<file path="config.mk">
export PLATFORM = sky130hd
export DESIGN_NAME = lios_io_slave
export DESIGN_NICKNAME = d
export VERILOG_FILES = /design/src/lios_io_slave.v
export VERILOG_INCLUDE_DIRS = /design/src
export SDC_FILE = /design/constraint.sdc
export NUM_CORES = 1
export LEC_CHECK = 0
export BUFFER_PORTS_ARGS = -buffer_cell sky130_fd_sc_hd__buf_2
export CAP_MARGIN = 20
export CORE_MARGIN = 2
export CORE_UTILIZATION = 45
export DETAILED_ROUTE_END_ITERATION = 7
export PLACE_DENSITY_LB_ADDON = 0.2
export SYNTH_ARGS = -nofsm -noshare
export SYNTH_HDL_FRONTEND = slang
export SYNTH_SLANG_ARGS = --single-unit
</file>
<file path="constraint.sdc">
create_clock -name core_clk_in -period 4.4 [get_ports core_clk_in]
set_input_delay 0.44 -clock core_clk_in [delete_from_list [all_inputs] [get_ports core_clk_in]]
set_output_delay 0.44 -clock core_clk_in [all_outputs]
set_load 0.005 [all_outputs]
</file>
<file path="src/lios_defines.vh">
`ifndef LIOS_DEFINES_VH
`define LIOS_DEFINES_VH
`define LIOS_OM_LEVEL    2'h0
`define LIOS_OM_CYCLIC   2'h1
`define LIOS_OM_PWM      2'h2
`define LIOS_EC_NONE     2'h0
`define LIOS_EC_FALL     2'h1
`define LIOS_EC_RISE     2'h2
`define LIOS_EC_BOTH     2'h3
`define LIOS_IM_EXTREG   2'h0
`define LIOS_IM_ADC      2'h1
`define LIOS_IM_SWOPEN   2'h2
`define LIOS_TR_OFFLINE  2'h0
`define LIOS_TR_ACTIVE   2'h1
`define LIOS_TR_FAILSIL  2'h2
`define LIOS_ZERO8       8'h00
`define LIOS_CH_W        3
`define LIOS_DOM_TO_US   6000
`define LIOS_CLK_MHZ     50
`endif

</file>
<file path="src/lios_io_slave.v">
// Notes on behaviour
// RQ1 - Request byte 0 sets pin outputs; ignored for pins in cyclic or PWM mode.
// RQ2 - Third request byte expected only when request length select is set.
// RQ3 - Low three bits of third request byte pick analog channel 0 to 7.
// RQ4 - Analog channel selection applied only while inhibit pin is in ADC mode.
// RQ5 - Response bytes 1,2 carry edge flags and latch, or matrix states if enabled.
// RQ6 - Response byte 3 carries PWM duty, or ADC result in inhibit ADC mode.
// RQ7 - Response bytes 2,3 sent only when response length select is set.
// RQ8 - Per pin drive from high-side enable, low-side enable and output latch.
// RQ9 - Edge capture per pin on none, falling, rising or both edges.
// RQ10 - Threshold bit clear selects high threshold, set selects low threshold.
// RQ11 - Cyclic sense pin with low threshold uses diagnostic threshold instead.
// RQ12 - Inhibit pin starts in external regulator mode, high-side switch on.
// RQ13 - Config pin pull-ups on only during node address configuration.
// RQ14 - Chain config pin has a low-side output for daisy chain passing.
// RQ15 - Transceiver powers up off-line, tx and rx off, wake-up still detected.
// RQ16 - Wake-up in sleep goes to controller; transceiver becomes active.
// RQ17 - Master repeats first frame after sleep unless wake-up preceded it.
// RQ18 - Transmitter enabled only in active state.
// RQ19 - Bus low beyond dominant timeout opens termination, enters fail-silent.
// RQ20 - From fail-silent, recessive bus gives off-line with weak termination.
// RQ21 - Off-line to active always reconnects the resistive pull-up termination.
// RQ22 - Oscillator stopped or slow enters limp home immediately.
// RQ23 - One frame identifier for requests, another for responses.
// RQ24 - Entering any low-power mode clears PWM duty to zero; the code clears it only when low_power_in rises, not on sleep_in.
`include "lios_defines.vh"
`timescale 1ns/10ps
`default_nettype none
module lios_io_slave #(
	parameter DOM_TO_CYC = `LIOS_DOM_TO_US * `LIOS_CLK_MHZ
) (
	input  wire        core_clk_in,
	input  wire        rst_in,
	input  wire        clk_en_in,
	input  wire [5:0]  frame_id_in,
	input  wire [5:0]  request_id_in,
	input  wire [5:0]  response_id_in,
	input  wire        req_byte_valid_in,
	input  wire [1:0]  req_byte_index_in,
	input  wire [7:0]  req_byte_in,
	input  wire        request_length_select_in,
	input  wire        response_length_select_in,
	input  wire        resp_start_in,
	input  wire        resp_byte_ack_in,
	input  wire [15:0] out_mode_in,
	input  wire [7:0]  hs_enable_in,
	input  wire [7:0]  ls_enable_in,
	input  wire [7:0]  low_threshold_select_in,
	input  wire [15:0] edge_mode_in,
	input  wire        matrix_enable_in,
	input  wire [15:0] matrix_switch_states_in,
	input  wire [7:0]  pin_high_th_in,
	input  wire [7:0]  pin_low_th_in,
	input  wire [7:0]  pin_diag_th_in,
	input  wire [7:0]  pwm_wave_in,
	input  wire [7:0]  cyclic_wave_in,
	input  wire [1:0]  inhibit_mode_in,
	input  wire [7:0]  adc_result_in,
	input  wire        nad_config_in,
	input  wire        chain_out_in,
	input  wire        bus_rx_in,
	input  wire        bus_wake_in,
	input  wire        sleep_in,
	input  wire        low_power_in,
	input  wire        osc_fail_in,
	output reg  [7:0]  pin_out,
	output reg  [7:0]  pin_oe_out,
	output reg  [7:0]  pin_in_out,
	output reg         resp_valid_out,
	output reg  [7:0]  resp_byte_out,
	output reg         resp_last_out,
	output reg  [2:0]  analog_channel_select_out,
	output reg  [7:0]  pwm_duty_out,
	output reg  [7:0]  edge_capture_flags_out,
	output reg         inhibit_hs_on_out,
	output reg         inhibit_adc_drive_out,
	output reg  [2:0]  config_pins_pullup_out,
	output reg         chain_config_pin_oe_out,
	output reg         tx_enable_out,
	output reg         rx_enable_out,
	output reg         term_resistor_on_out,
	output reg         term_weak_on_out,
	output reg         wake_to_ctrl_out,
	output reg         limp_home_out
);
	reg  [7:0]  latch_q;
	reg  [2:0]  chan_q;
	reg  [7:0]  prev_in_q;
	reg  [1:0]  tr_q;
	reg  [1:0]  tr_d;
	reg  [31:0] dom_cnt_q;
	reg  [1:0]  rsp_idx_q;
	reg         lp_q;
	reg  [7:0]  in_now;
	reg  [7:0]  ec_set;
	reg  [7:0]  eff_out;
	reg  [7:0]  drv_val;
	reg  [7:0]  drv_oe;
	reg  [7:0]  rsp_mux;
	reg  [7:0]  latch_d;
	integer     i;
	wire        is_req  = (frame_id_in == request_id_in);  // [RQ23]
	wire        is_rsp  = (frame_id_in == response_id_in); // [RQ23]
	wire        adc_md  = (inhibit_mode_in == `LIOS_IM_ADC);
	wire        dom_to  = (dom_cnt_q >= DOM_TO_CYC - 1);
	wire [1:0]  rsp_max = response_length_select_in ? 2'h3 : 2'h1; // [RQ7]

	always @*
	begin
		latch_d = latch_q;
		for (i = 0; i < 8; i = i + 1)
		begin
			// Cyclic and PWM pins are driven by their own waveforms
			if (req_byte_valid_in && is_req && req_byte_index_in == 2'h0 &&
			    out_mode_in[2*i +: 2] == `LIOS_OM_LEVEL)
				latch_d[i] = req_byte_in[i]; // [RQ1]
			case (out_mode_in[2*i +: 2])
				`LIOS_OM_CYCLIC: eff_out[i] = cyclic_wave_in[i];
				`LIOS_OM_PWM:    eff_out[i] = pwm_wave_in[i];
				default:         eff_out[i] = latch_q[i];
			endcase
			// Both enables off: high impedance; push-pull follows latch, or the waveform in cyclic/PWM mode
			case ({hs_enable_in[i], ls_enable_in[i]})
				2'h1:    begin drv_oe[i] = eff_out[i]; drv_val[i] = 1'b0; end // [RQ8]
				2'h2:    begin drv_oe[i] = eff_out[i]; drv_val[i] = 1'b1; end // [RQ8]
				2'h3:    begin drv_oe[i] = 1'b1; drv_val[i] = eff_out[i]; end // [RQ8]
				default: begin drv_oe[i] = 1'b0; drv_val[i] = 1'b0; end       // [RQ8]
			endcase
			if (!low_threshold_select_in[i])
				in_now[i] = pin_high_th_in[i]; // [RQ10]
			else if (out_mode_in[2*i +: 2] == `LIOS_OM_CYCLIC)
				in_now[i] = pin_diag_th_in[i]; // [RQ11]
			else
				in_now[i] = pin_low_th_in[i]; // [RQ10]
			case (edge_mode_in[2*i +: 2])
				`LIOS_EC_FALL: ec_set[i] = prev_in_q[i] & ~in_now[i]; // [RQ9]
				`LIOS_EC_RISE: ec_set[i] = ~prev_in_q[i] & in_now[i]; // [RQ9]
				`LIOS_EC_BOTH: ec_set[i] = prev_in_q[i] ^ in_now[i];  // [RQ9]
				default:       ec_set[i] = 1'b0;
			endcase
		end
	end

	always @*
	begin
		case (rsp_idx_q)
			2'h0:    rsp_mux = in_now;
			2'h1:    rsp_mux = matrix_enable_in ? matrix_switch_states_in[7:0]
			                                    : edge_capture_flags_out; // [RQ5]
			2'h2:    rsp_mux = matrix_enable_in ? matrix_switch_states_in[15:8]
			                                    : latch_q; // [RQ5]
			default: rsp_mux = adc_md ? adc_result_in : pwm_duty_out; // [RQ6]
		endcase
	end

	always @*
	begin
		tr_d = tr_q;
		case (tr_q)
			`LIOS_TR_OFFLINE: if (bus_wake_in) tr_d = `LIOS_TR_ACTIVE; // [RQ15] [RQ16]
			`LIOS_TR_ACTIVE:  if (dom_to) tr_d = `LIOS_TR_FAILSIL;     // [RQ19]
			`LIOS_TR_FAILSIL: if (bus_rx_in) tr_d = `LIOS_TR_OFFLINE;  // [RQ20]
			default:          tr_d = `LIOS_TR_OFFLINE;
		endcase
		if (sleep_in && tr_d == `LIOS_TR_ACTIVE && tr_q != `LIOS_TR_OFFLINE)
			tr_d = `LIOS_TR_OFFLINE;
	end

	always @(posedge core_clk_in or posedge rst_in)
	begin
		if (rst_in)
		begin
			latch_q <= `LIOS_ZERO8;
			chan_q <= 3'h0;
			prev_in_q <= `LIOS_ZERO8;
			tr_q <= `LIOS_TR_OFFLINE;
			dom_cnt_q <= 32'h0;
			rsp_idx_q <= 2'h0;
			lp_q <= 1'b0;
			pin_out <= `LIOS_ZERO8;
			pin_oe_out <= `LIOS_ZERO8;
			pin_in_out <= `LIOS_ZERO8;
			resp_valid_out <= 1'b0;
			resp_byte_out <= `LIOS_ZERO8;
			resp_last_out <= 1'b0;
			analog_channel_select_out <= 3'h0;
			pwm_duty_out <= `LIOS_ZERO8;
			edge_capture_flags_out <= `LIOS_ZERO8;
			inhibit_hs_on_out <= 1'b1; // [RQ12]
			inhibit_adc_drive_out <= 1'b0;
			config_pins_pullup_out <= 3'h0;
			chain_config_pin_oe_out <= 1'b0;
			tx_enable_out <= 1'b0;
			rx_enable_out <= 1'b0;
			term_resistor_on_out <= 1'b0;
			term_weak_on_out <= 1'b1;
			wake_to_ctrl_out <= 1'b0;
			limp_home_out <= 1'b0;
		end
		else if (clk_en_in)
		begin
			latch_q <= latch_d;
			prev_in_q <= in_now;
			pin_out <= drv_val;
			pin_oe_out <= drv_oe;
			pin_in_out <= in_now;
			lp_q <= low_power_in;
			// Read clears flags, but a new edge in the same cycle survives
			if (resp_valid_out && resp_byte_ack_in && rsp_idx_q == 2'h1 && !matrix_enable_in)
				edge_capture_flags_out <= ec_set; // [RQ9]
			else
				edge_capture_flags_out <= edge_capture_flags_out | ec_set; // [RQ9]
			if (low_power_in && !lp_q)
				pwm_duty_out <= `LIOS_ZERO8; // [RQ24]
			else if (req_byte_valid_in && is_req && req_byte_index_in == 2'h1)
				pwm_duty_out <= req_byte_in;
			if (req_byte_valid_in && is_req && req_byte_index_in == 2'h2 &&
			    request_length_select_in)
				chan_q <= req_byte_in[`LIOS_CH_W-1:0]; // [RQ2] [RQ3]
			if (adc_md)
				analog_channel_select_out <= chan_q; // [RQ4]
			// Response bytes are presented one at a time until acknowledged
			if (resp_start_in && is_rsp && !resp_valid_out)
			begin
				rsp_idx_q <= 2'h0;
				resp_valid_out <= 1'b1;
				resp_last_out <= 1'b0;
				resp_byte_out <= in_now;
			end
			else if (resp_valid_out && resp_byte_ack_in)
			begin
				if (rsp_idx_q == rsp_max) // [RQ7]
				begin
					resp_valid_out <= 1'b0;
					rsp_idx_q <= 2'h0;
				end
				else
					rsp_idx_q <= rsp_idx_q + 2'h1;
			end
			else if (resp_valid_out)
			begin
				resp_byte_out <= rsp_mux;
				resp_last_out <= (rsp_idx_q == rsp_max);
			end
			inhibit_hs_on_out <= (inhibit_mode_in == `LIOS_IM_EXTREG) && !limp_home_out; // [RQ12]
			inhibit_adc_drive_out <= adc_md;
			config_pins_pullup_out <= {3{nad_config_in}}; // [RQ13]
			chain_config_pin_oe_out <= chain_out_in;       // [RQ14]
			// Counter saturates so a stuck bus cannot wrap it
			if (!bus_rx_in && tr_q == `LIOS_TR_ACTIVE && !dom_to)
				dom_cnt_q <= dom_cnt_q + 32'h1;
			else if (bus_rx_in || tr_q != `LIOS_TR_ACTIVE)
				dom_cnt_q <= 32'h0;
			tr_q <= tr_d;
			tx_enable_out <= (tr_d == `LIOS_TR_ACTIVE); // [RQ18]
			rx_enable_out <= (tr_d == `LIOS_TR_ACTIVE); // [RQ15]
			term_resistor_on_out <= (tr_d == `LIOS_TR_ACTIVE); // [RQ19] [RQ21]
			term_weak_on_out <= (tr_d == `LIOS_TR_OFFLINE);    // [RQ20]
			wake_to_ctrl_out <= bus_wake_in && sleep_in;       // [RQ16]
			limp_home_out <= osc_fail_in;                      // [RQ22]
		end
	end
endmodule
`default_nettype wire

</file>
==> flow_metrics.tcl, run 1 <==
set metrics [dict create \
    status "complete, no violations" \
    synth_fa_ha_area_share_pct 12.34 \
    grt_pass1_vias 5593 \
    area_delta_synth_final_pct 22.80 \
    synth_top_family_by_area "simple AND/OR/NAND/NOR gates" \
    maxSlewHeadroom_pct 28.91 \
    wire_per_inst_um 16.50 \
    hold_violations 0 \
    period_needed_ns 2.179 \
    final_core_util_pct 56.53 \
    cts_root_buffer "clkbuf_16" \
    crit_chain "inv_2, nor3_1, nor2_1, buf_4, nor2_1, a31o_1" \
    finalClockSkew_ns 0.008610 \
    critical_path_arrival_ns 2.42 \
    cpPeakStageDelay_ns 0.81 \
    syn_area_per_cell_um2 9.870 \
    fin_crit_sh_pct 49.52 \
    cts_setup_buffers 0 \
    rsz0062_at_grt "no" \
    start_kind "register" \
    place.gp.congestion 0.7782 \
    synthesis.area_mm2 0.006998 \
    ioPinCount 231 \
    dp_hpwl_um 14760 \
    synth_xor_area_share_pct 3.129 \
    dr.pass1.iters 6 \
    crit_buf_inv 2 \
    clk_pin_slew_ns 0.08 \
    leakagePower_nw 4.487 \
    syn_nets 944 \
    viasPerCell 5.192 \
    synth_edf_count 0 \
    finalSetupTns_ns 0 \
    antenna_found_initial 1 \
    cp-end-kind "register" \
    drive_gt1_share_pct 33.83 \
    post_cts_resized 0 \
    crit_top_cell "nor2_1" \
    synth_compound_area_share_pct 14.02 \
    dieArea_mm2 0.01657 \
    cts-htree-levels 3 \
    numCtsBuffers 9 \
    clockBufferDepth 2 \
    drt_iter0_drc 192 \
    overflow 0 \
    clock_sinks 109 \
    hold_class "in2async" \
    ant_nets 0 \
    grt_max_degree 78 \
    crit_required_ns 4.64 \
    port_buffers 230 \
    power.density_mw_per_mm2 305.0 \
    synthSimpleGateAreaFrac_pct 15.07 \
    cp_slowest_cell "nor2_1" \
    tightest_slew_ns 1.062 \
    maxClockFrequency_ghz 0.4590 \
    drc 0 \
    ys_types 63 \
    drv_slew 0 \
    synthFlopType "dfrtp_1" \
    ys_ff_latch 109 \
    fillers 1424 \
    start_util_pct 46.03 \
    yosys_warnings 0 \
    track_usage_pct 22.15 \
    cpLargestDelayFamily "simple AND/OR/NAND/NOR gates" \
    crit_fanout 17 \
    irDropWorstVdd_mv 0.2922 \
    die_w_um 128.7 \
    final_nets 1164 \
    core_mm2 0.01520 \
    path_class "reg2reg" \
    num_vias 5825 \
    drt_wl_total_um 18520 \
    syn_inst 709 \
    setup_viol 0 \
    clk_latency_ns 0.36 \
    grt_pass1_wl_um 28400 \
    layout_commonest_cell "buf_2" \
    synth.mux.area_fraction_pct 11.25 \
    ys_seq_area_share_pct 39.01 \
    fp.dieH_um 128.7 \
    tritoncts "yes" \
    n_antenna_cell 0 \
    final_cell_mix "230 x buf_2, 107 x dfrtp_1, 69 x ha_1" \
    rows 45 \
    drv_cap 0 \
    cts_hold_buf 0 \
    synthArstFlopShare_pct 100.0 \
]
flip-flops by register name, indices dropped and copies added (netlist names), 2 cells and up:
name / cells
pin_out: 8
resp_byte_out: 8
latch_q: 8
rsp_idx_q: 2
pin_oe_out: 8
prev_in_q: 8
dom_cnt_q: 32
chan_q: 3
edge_capture_flags_out: 8
analog_channel_select_out: 3
pwm_duty_out: 8
tr_q: 2
per-stage QoR:
step	cells	setup slack, ns	power [mW]	area [um2]	hold slack [ns]
floorplan	709	1.089	1.553	6998	0.4541
global placement	1105	1.961	1.826	8298	0.4687
detailed placement	1105	1.926	1.834	8298	0.4708
CTS	1121	2.117	2.650	8586	0.2244
global route	1122	2.049	2.786	8593	0.2550
finish	1122	2.221	2.621	8593	0.1944
synthesized netlist by cell type (6+ instances only):
cell type,count,share of area (%)
a211oi_1,8,0.86
a21o_1,9,0.97
a21oi_1,43,3.1
a22o_1,17,2.1
a22oi_1,17,1.8
and3_1,7,0.63
clkbuf_1,14,0.75
dfrtp_1,107,38
ha_1,69,12
inv_1,63,3.4
mux2_1,13,2.1
mux2_2,32,5.1
mux2_4,8,1.7
mux2i_1,16,2.3
nand2_1,61,3.3
nand3_1,6,0.43
nor2_1,51,2.7
nor2b_1,17,1.5
nor3_1,15,1.1
nor4_2,6,1.1
o21ai_0,24,1.7
o21ai_1,15,1.1
xnor2_1,16,2.0
xor2_1,9,1.1
final cells by class:
cell class / instances / area, um2 / share of cell area, %
timing repair buffer: 235 / 1189 / 13.83
inverter: 65 / 246.5 / 2.868
tap: 188 / 235.2 / 2.737
clock inverter: 7 / 62.56 / 0.7280
clock buffer: 9 / 225.2 / 2.621
sequential: 109 / 2730 / 31.77
multi-input combinational: 509 / 3905 / 45.44
worst register-to-register path: cells and delay by family (launching register included):
kind | cells | cell delay, ns
and+or+nand+nor | 3 | 0.98
AOI/OAI and AO/OA | 1 | 0.21
DFF | 1 | 0.41
buffers and inverters | 2 | 0.46
layer usage:
layer	global-route usage (%)	part of all wire, %
met5	0	0.038
met4	4.284	1.2
met3	5.780	6.4
met1	27.25	43
met2	39.46	50
power by group:
part	switching [mW]	internal, mW
clock	0.409	0.400
combinational	0.365	0.303
sequential	0.0582	1.09
total	0.832	1.79
cell families (layout without fill, tap and decap cells):
group           after synthesis  in the layout
simple gates                195            195
compound gates              151            151
flops                       109            109
buf+inv                      91            316
fa+ha+maj                    69             69
mux                          69             69
xor+xnor                     25             25
path summary, 6_finish.rpt:
path | start | end | slack, ns | cells after the start
hold / removal | rst_in | edge_capture_flags_out[0]$_DFFE_PP0P_ | 0.19 | 2
setup / recovery | tr_q[0]$_DFFE_PP0P_ | dom_cnt_q[12]$_DFFE_PP0P_ | 2.22 | 6
min in group core_clk_in | req_byte_in[4] | pwm_duty_out[4]$_DFFE_PP0P_ | 0.31 | 2
setup reg to reg | tr_q[0]$_DFFE_PP0P_ | dom_cnt_q[12]$_DFFE_PP0P_ | 2.22 | 6
max in group asynchronous | rst_in | chain_config_pin_oe_out$_DFFE_PP0P_ | 3.33 | 3
hold reg to reg | resp_byte_out[6]$_DFFE_PP0P_ | resp_byte_out[6]$_DFFE_PP0P_ | 0.49 | 2
Note: power is estimated with default switching activity, not from simulation.
==> inputs of run 2 (changes only) <==
- clock period: 4.4 -> 2.1 ns (I/O delays scaled with it)
==> flow_metrics.tcl, run 2 (same netlist as run 1, synthesis figures left out) <==
set metrics [dict create \
    fin_crit_sh_pct 96.35 \
    setup_viol 0 \
    hold_violations 0 \
    clk_latency_ns 0.35 \
    core_mm2 0.01520 \
    hold_slack_ns 0.08668 \
    num_vias 5950 \
    drv_slew 0 \
    numCtsBuffers 9 \
    dr.pass1.iters 4 \
    dp_hpwl_um 15390 \
    drt_wl_total_um 19110 \
    crit_chain "ha_2, and4_4, o211ai_1, o21ai_4, buf_4, nor4_2, xnor2_1, nor2_1" \
    wire_per_inst_um 16.69 \
    final_nets 1186 \
    cpPeakStageDelay_ns 0.40 \
    maxClockFrequency_ghz 0.4942 \
    top_usage_layer "met2" \
    cp_slowest_cell "dfrtp_1" \
    start_util_pct 46.03 \
    clk_pin_slew_ns 0.07 \
    grt_pass1_vias 5701 \
    grtUsageMet1_pct 27.46 \
    dp.cells 1123 \
    path_class "reg2reg" \
    status "complete, no violations" \
    crit_required_ns 2.34 \
    antenna_found_initial 0 \
    drt_iter0_drc 279 \
    largest_reg_flops 32 \
    leakagePower_nw 4.599 \
    top_register "dom_cnt_q" \
    critical_path_arrival_ns 2.26 \
    dieArea_mm2 0.01657 \
    hold_depth 2 \
    overflow 0 \
    finalClockSkew_ns 0.009791 \
    grt_pass1_wl_um 28950 \
    placed_area_mm2 0.008459 \
    port_buffers 230 \
    tritoncts "yes" \
    period_needed_ns 2.023 \
    ant_nets 0 \
    ioPinCount 231 \
    track_usage_pct 22.79 \
    power.density_mw_per_mm2 628.4 \
    clock_sinks 109 \
    instances_no_fill 1145 \
    rows 45 \
    final_cell_mix "230 x buf_2, 107 x dfrtp_1, 68 x ha_1" \
    die_w_um 128.7 \
    rr_worst_depth 8 \
    viasPerCell 5.197 \
    drc 0 \
    irDropWorstVdd_mv 0.4583 \
    rsz0062_at_grt "yes" \
    grt_use_met2_pct 40.80 \
    drive_gt1_share_pct 35.25 \
    grt_max_degree 41 \
    maxSlewHeadroom_pct 46.56 \
    cts-htree-levels 3 \
    use_met3_pct 4.906 \
    crit_fanout 5 \
    tightest_slew_ns 0.7987 \
    hold_class "in2reg" \
    fp.dieH_um 128.7 \
    clockBufferDepth 2 \
    start_kind "register" \
    cts_root_buffer "clkbuf_16" \
    area_delta_synth_final_pct 25.96 \
    cp-end-kind "register" \
    final_cell_area_mm2 0.008815 \
    drv_cap 0 \
    place.gp.congestion 0.8354 \
    layout_commonest_cell "buf_2" \
]
-- run 2: per-stage QoR --
step / utilization, % / setup TNS (ns) / setup WS (ns) / power, mW
floorplan: - / 0 / 0.2329 / 3.255
global placement: 55.65 / 0 / 0.1155 / 3.859
detailed placement: 55.65 / 0 / 0.05206 / 3.879
CTS: 57.60 / 0 / 0.04865 / 5.600
global route: 57.97 / -0.08946 / -0.04390 / 5.888
finish: 57.98 / 0 / 0.07663 / 5.539
-- run 2: routing by layer --
metal | up-vias | wire length (um)
met1 | 2816 | 8108
li1 | 2933 | -
met3 | 27 | 1130
met5 | - | 0
met4 | 0 | 403
met2 | 174 | 9468
-- run 2: critical path, delay by kind of cell, from the launching register on --
| kind | cells | cell delay (ns) |
|---|---|---|
| AO/OA/AOI/OAI | 2 | 0.50 |
| XOR/XNOR | 1 | 0.17 |
| buffers and inverters | 1 | 0.17 |
| flip-flops | 1 | 0.40 |
| adder cells (fa/ha/maj) | 1 | 0.20 |
| AND/OR/NAND/NOR | 3 | 0.47 |
-- run 2: worst paths after layout --
| path | from | endpoint | slack [ns] |
|---|---|---|---|
| max | dom_cnt_q[1]$_DFFE_PP0P_ | dom_cnt_q[9]$_DFFE_PP0P_ | 0.08 |
| min | req_byte_in[3] | pwm_duty_out[3]$_DFFE_PP0P_ | 0.09 |
| max reg2reg | dom_cnt_q[1]$_DFFE_PP0P_ | dom_cnt_q[9]$_DFFE_PP0P_ | 0.08 |
| min reg2reg | resp_byte_out[4]$_DFFE_PP0P_ | resp_byte_out[4]$_DFFE_PP0P_ | 0.48 |
| max in group asynchronous | rst_in | inhibit_hs_on_out$_DFFE_PP1P_ | 0.92 |
| min in group asynchronous | rst_in | edge_capture_flags_out[0]$_DFFE_PP0P_ | 0.50 |
-- run 2: area by class of cell --
cell class | count | area [um2]
Clock buffer | 15 | 257.7
Sequential cell | 109 | 2730
Timing Repair Buffer | 257 | 1381
Inverter | 65 | 247.7
Antenna cell | 1 | 2.502
Clock inverter | 1 | 30.03
Fill cell | 1380 | 6387
Multi-Input combinational cell | 509 | 3930
Tap cell | 188 | 235.2
-- run 2: power breakdown --
| part | internal (mW) | switching, mW | total [mW] |
|---|---|---|---|
| combinational | 0.668 | 0.781 | 1.45 |
| sequential | 2.28 | 0.119 | 2.40 |
| clock | 0.961 | 0.733 | 1.69 |
-- run 2: repair_timing --
action	4_1_cts	5_1_grt
endpoints found under the hold margin	22	0
gates resized for setup	0	7
hold buffers	1	0
endpoints found under the setup margin	0	13
setup buffers	0	4
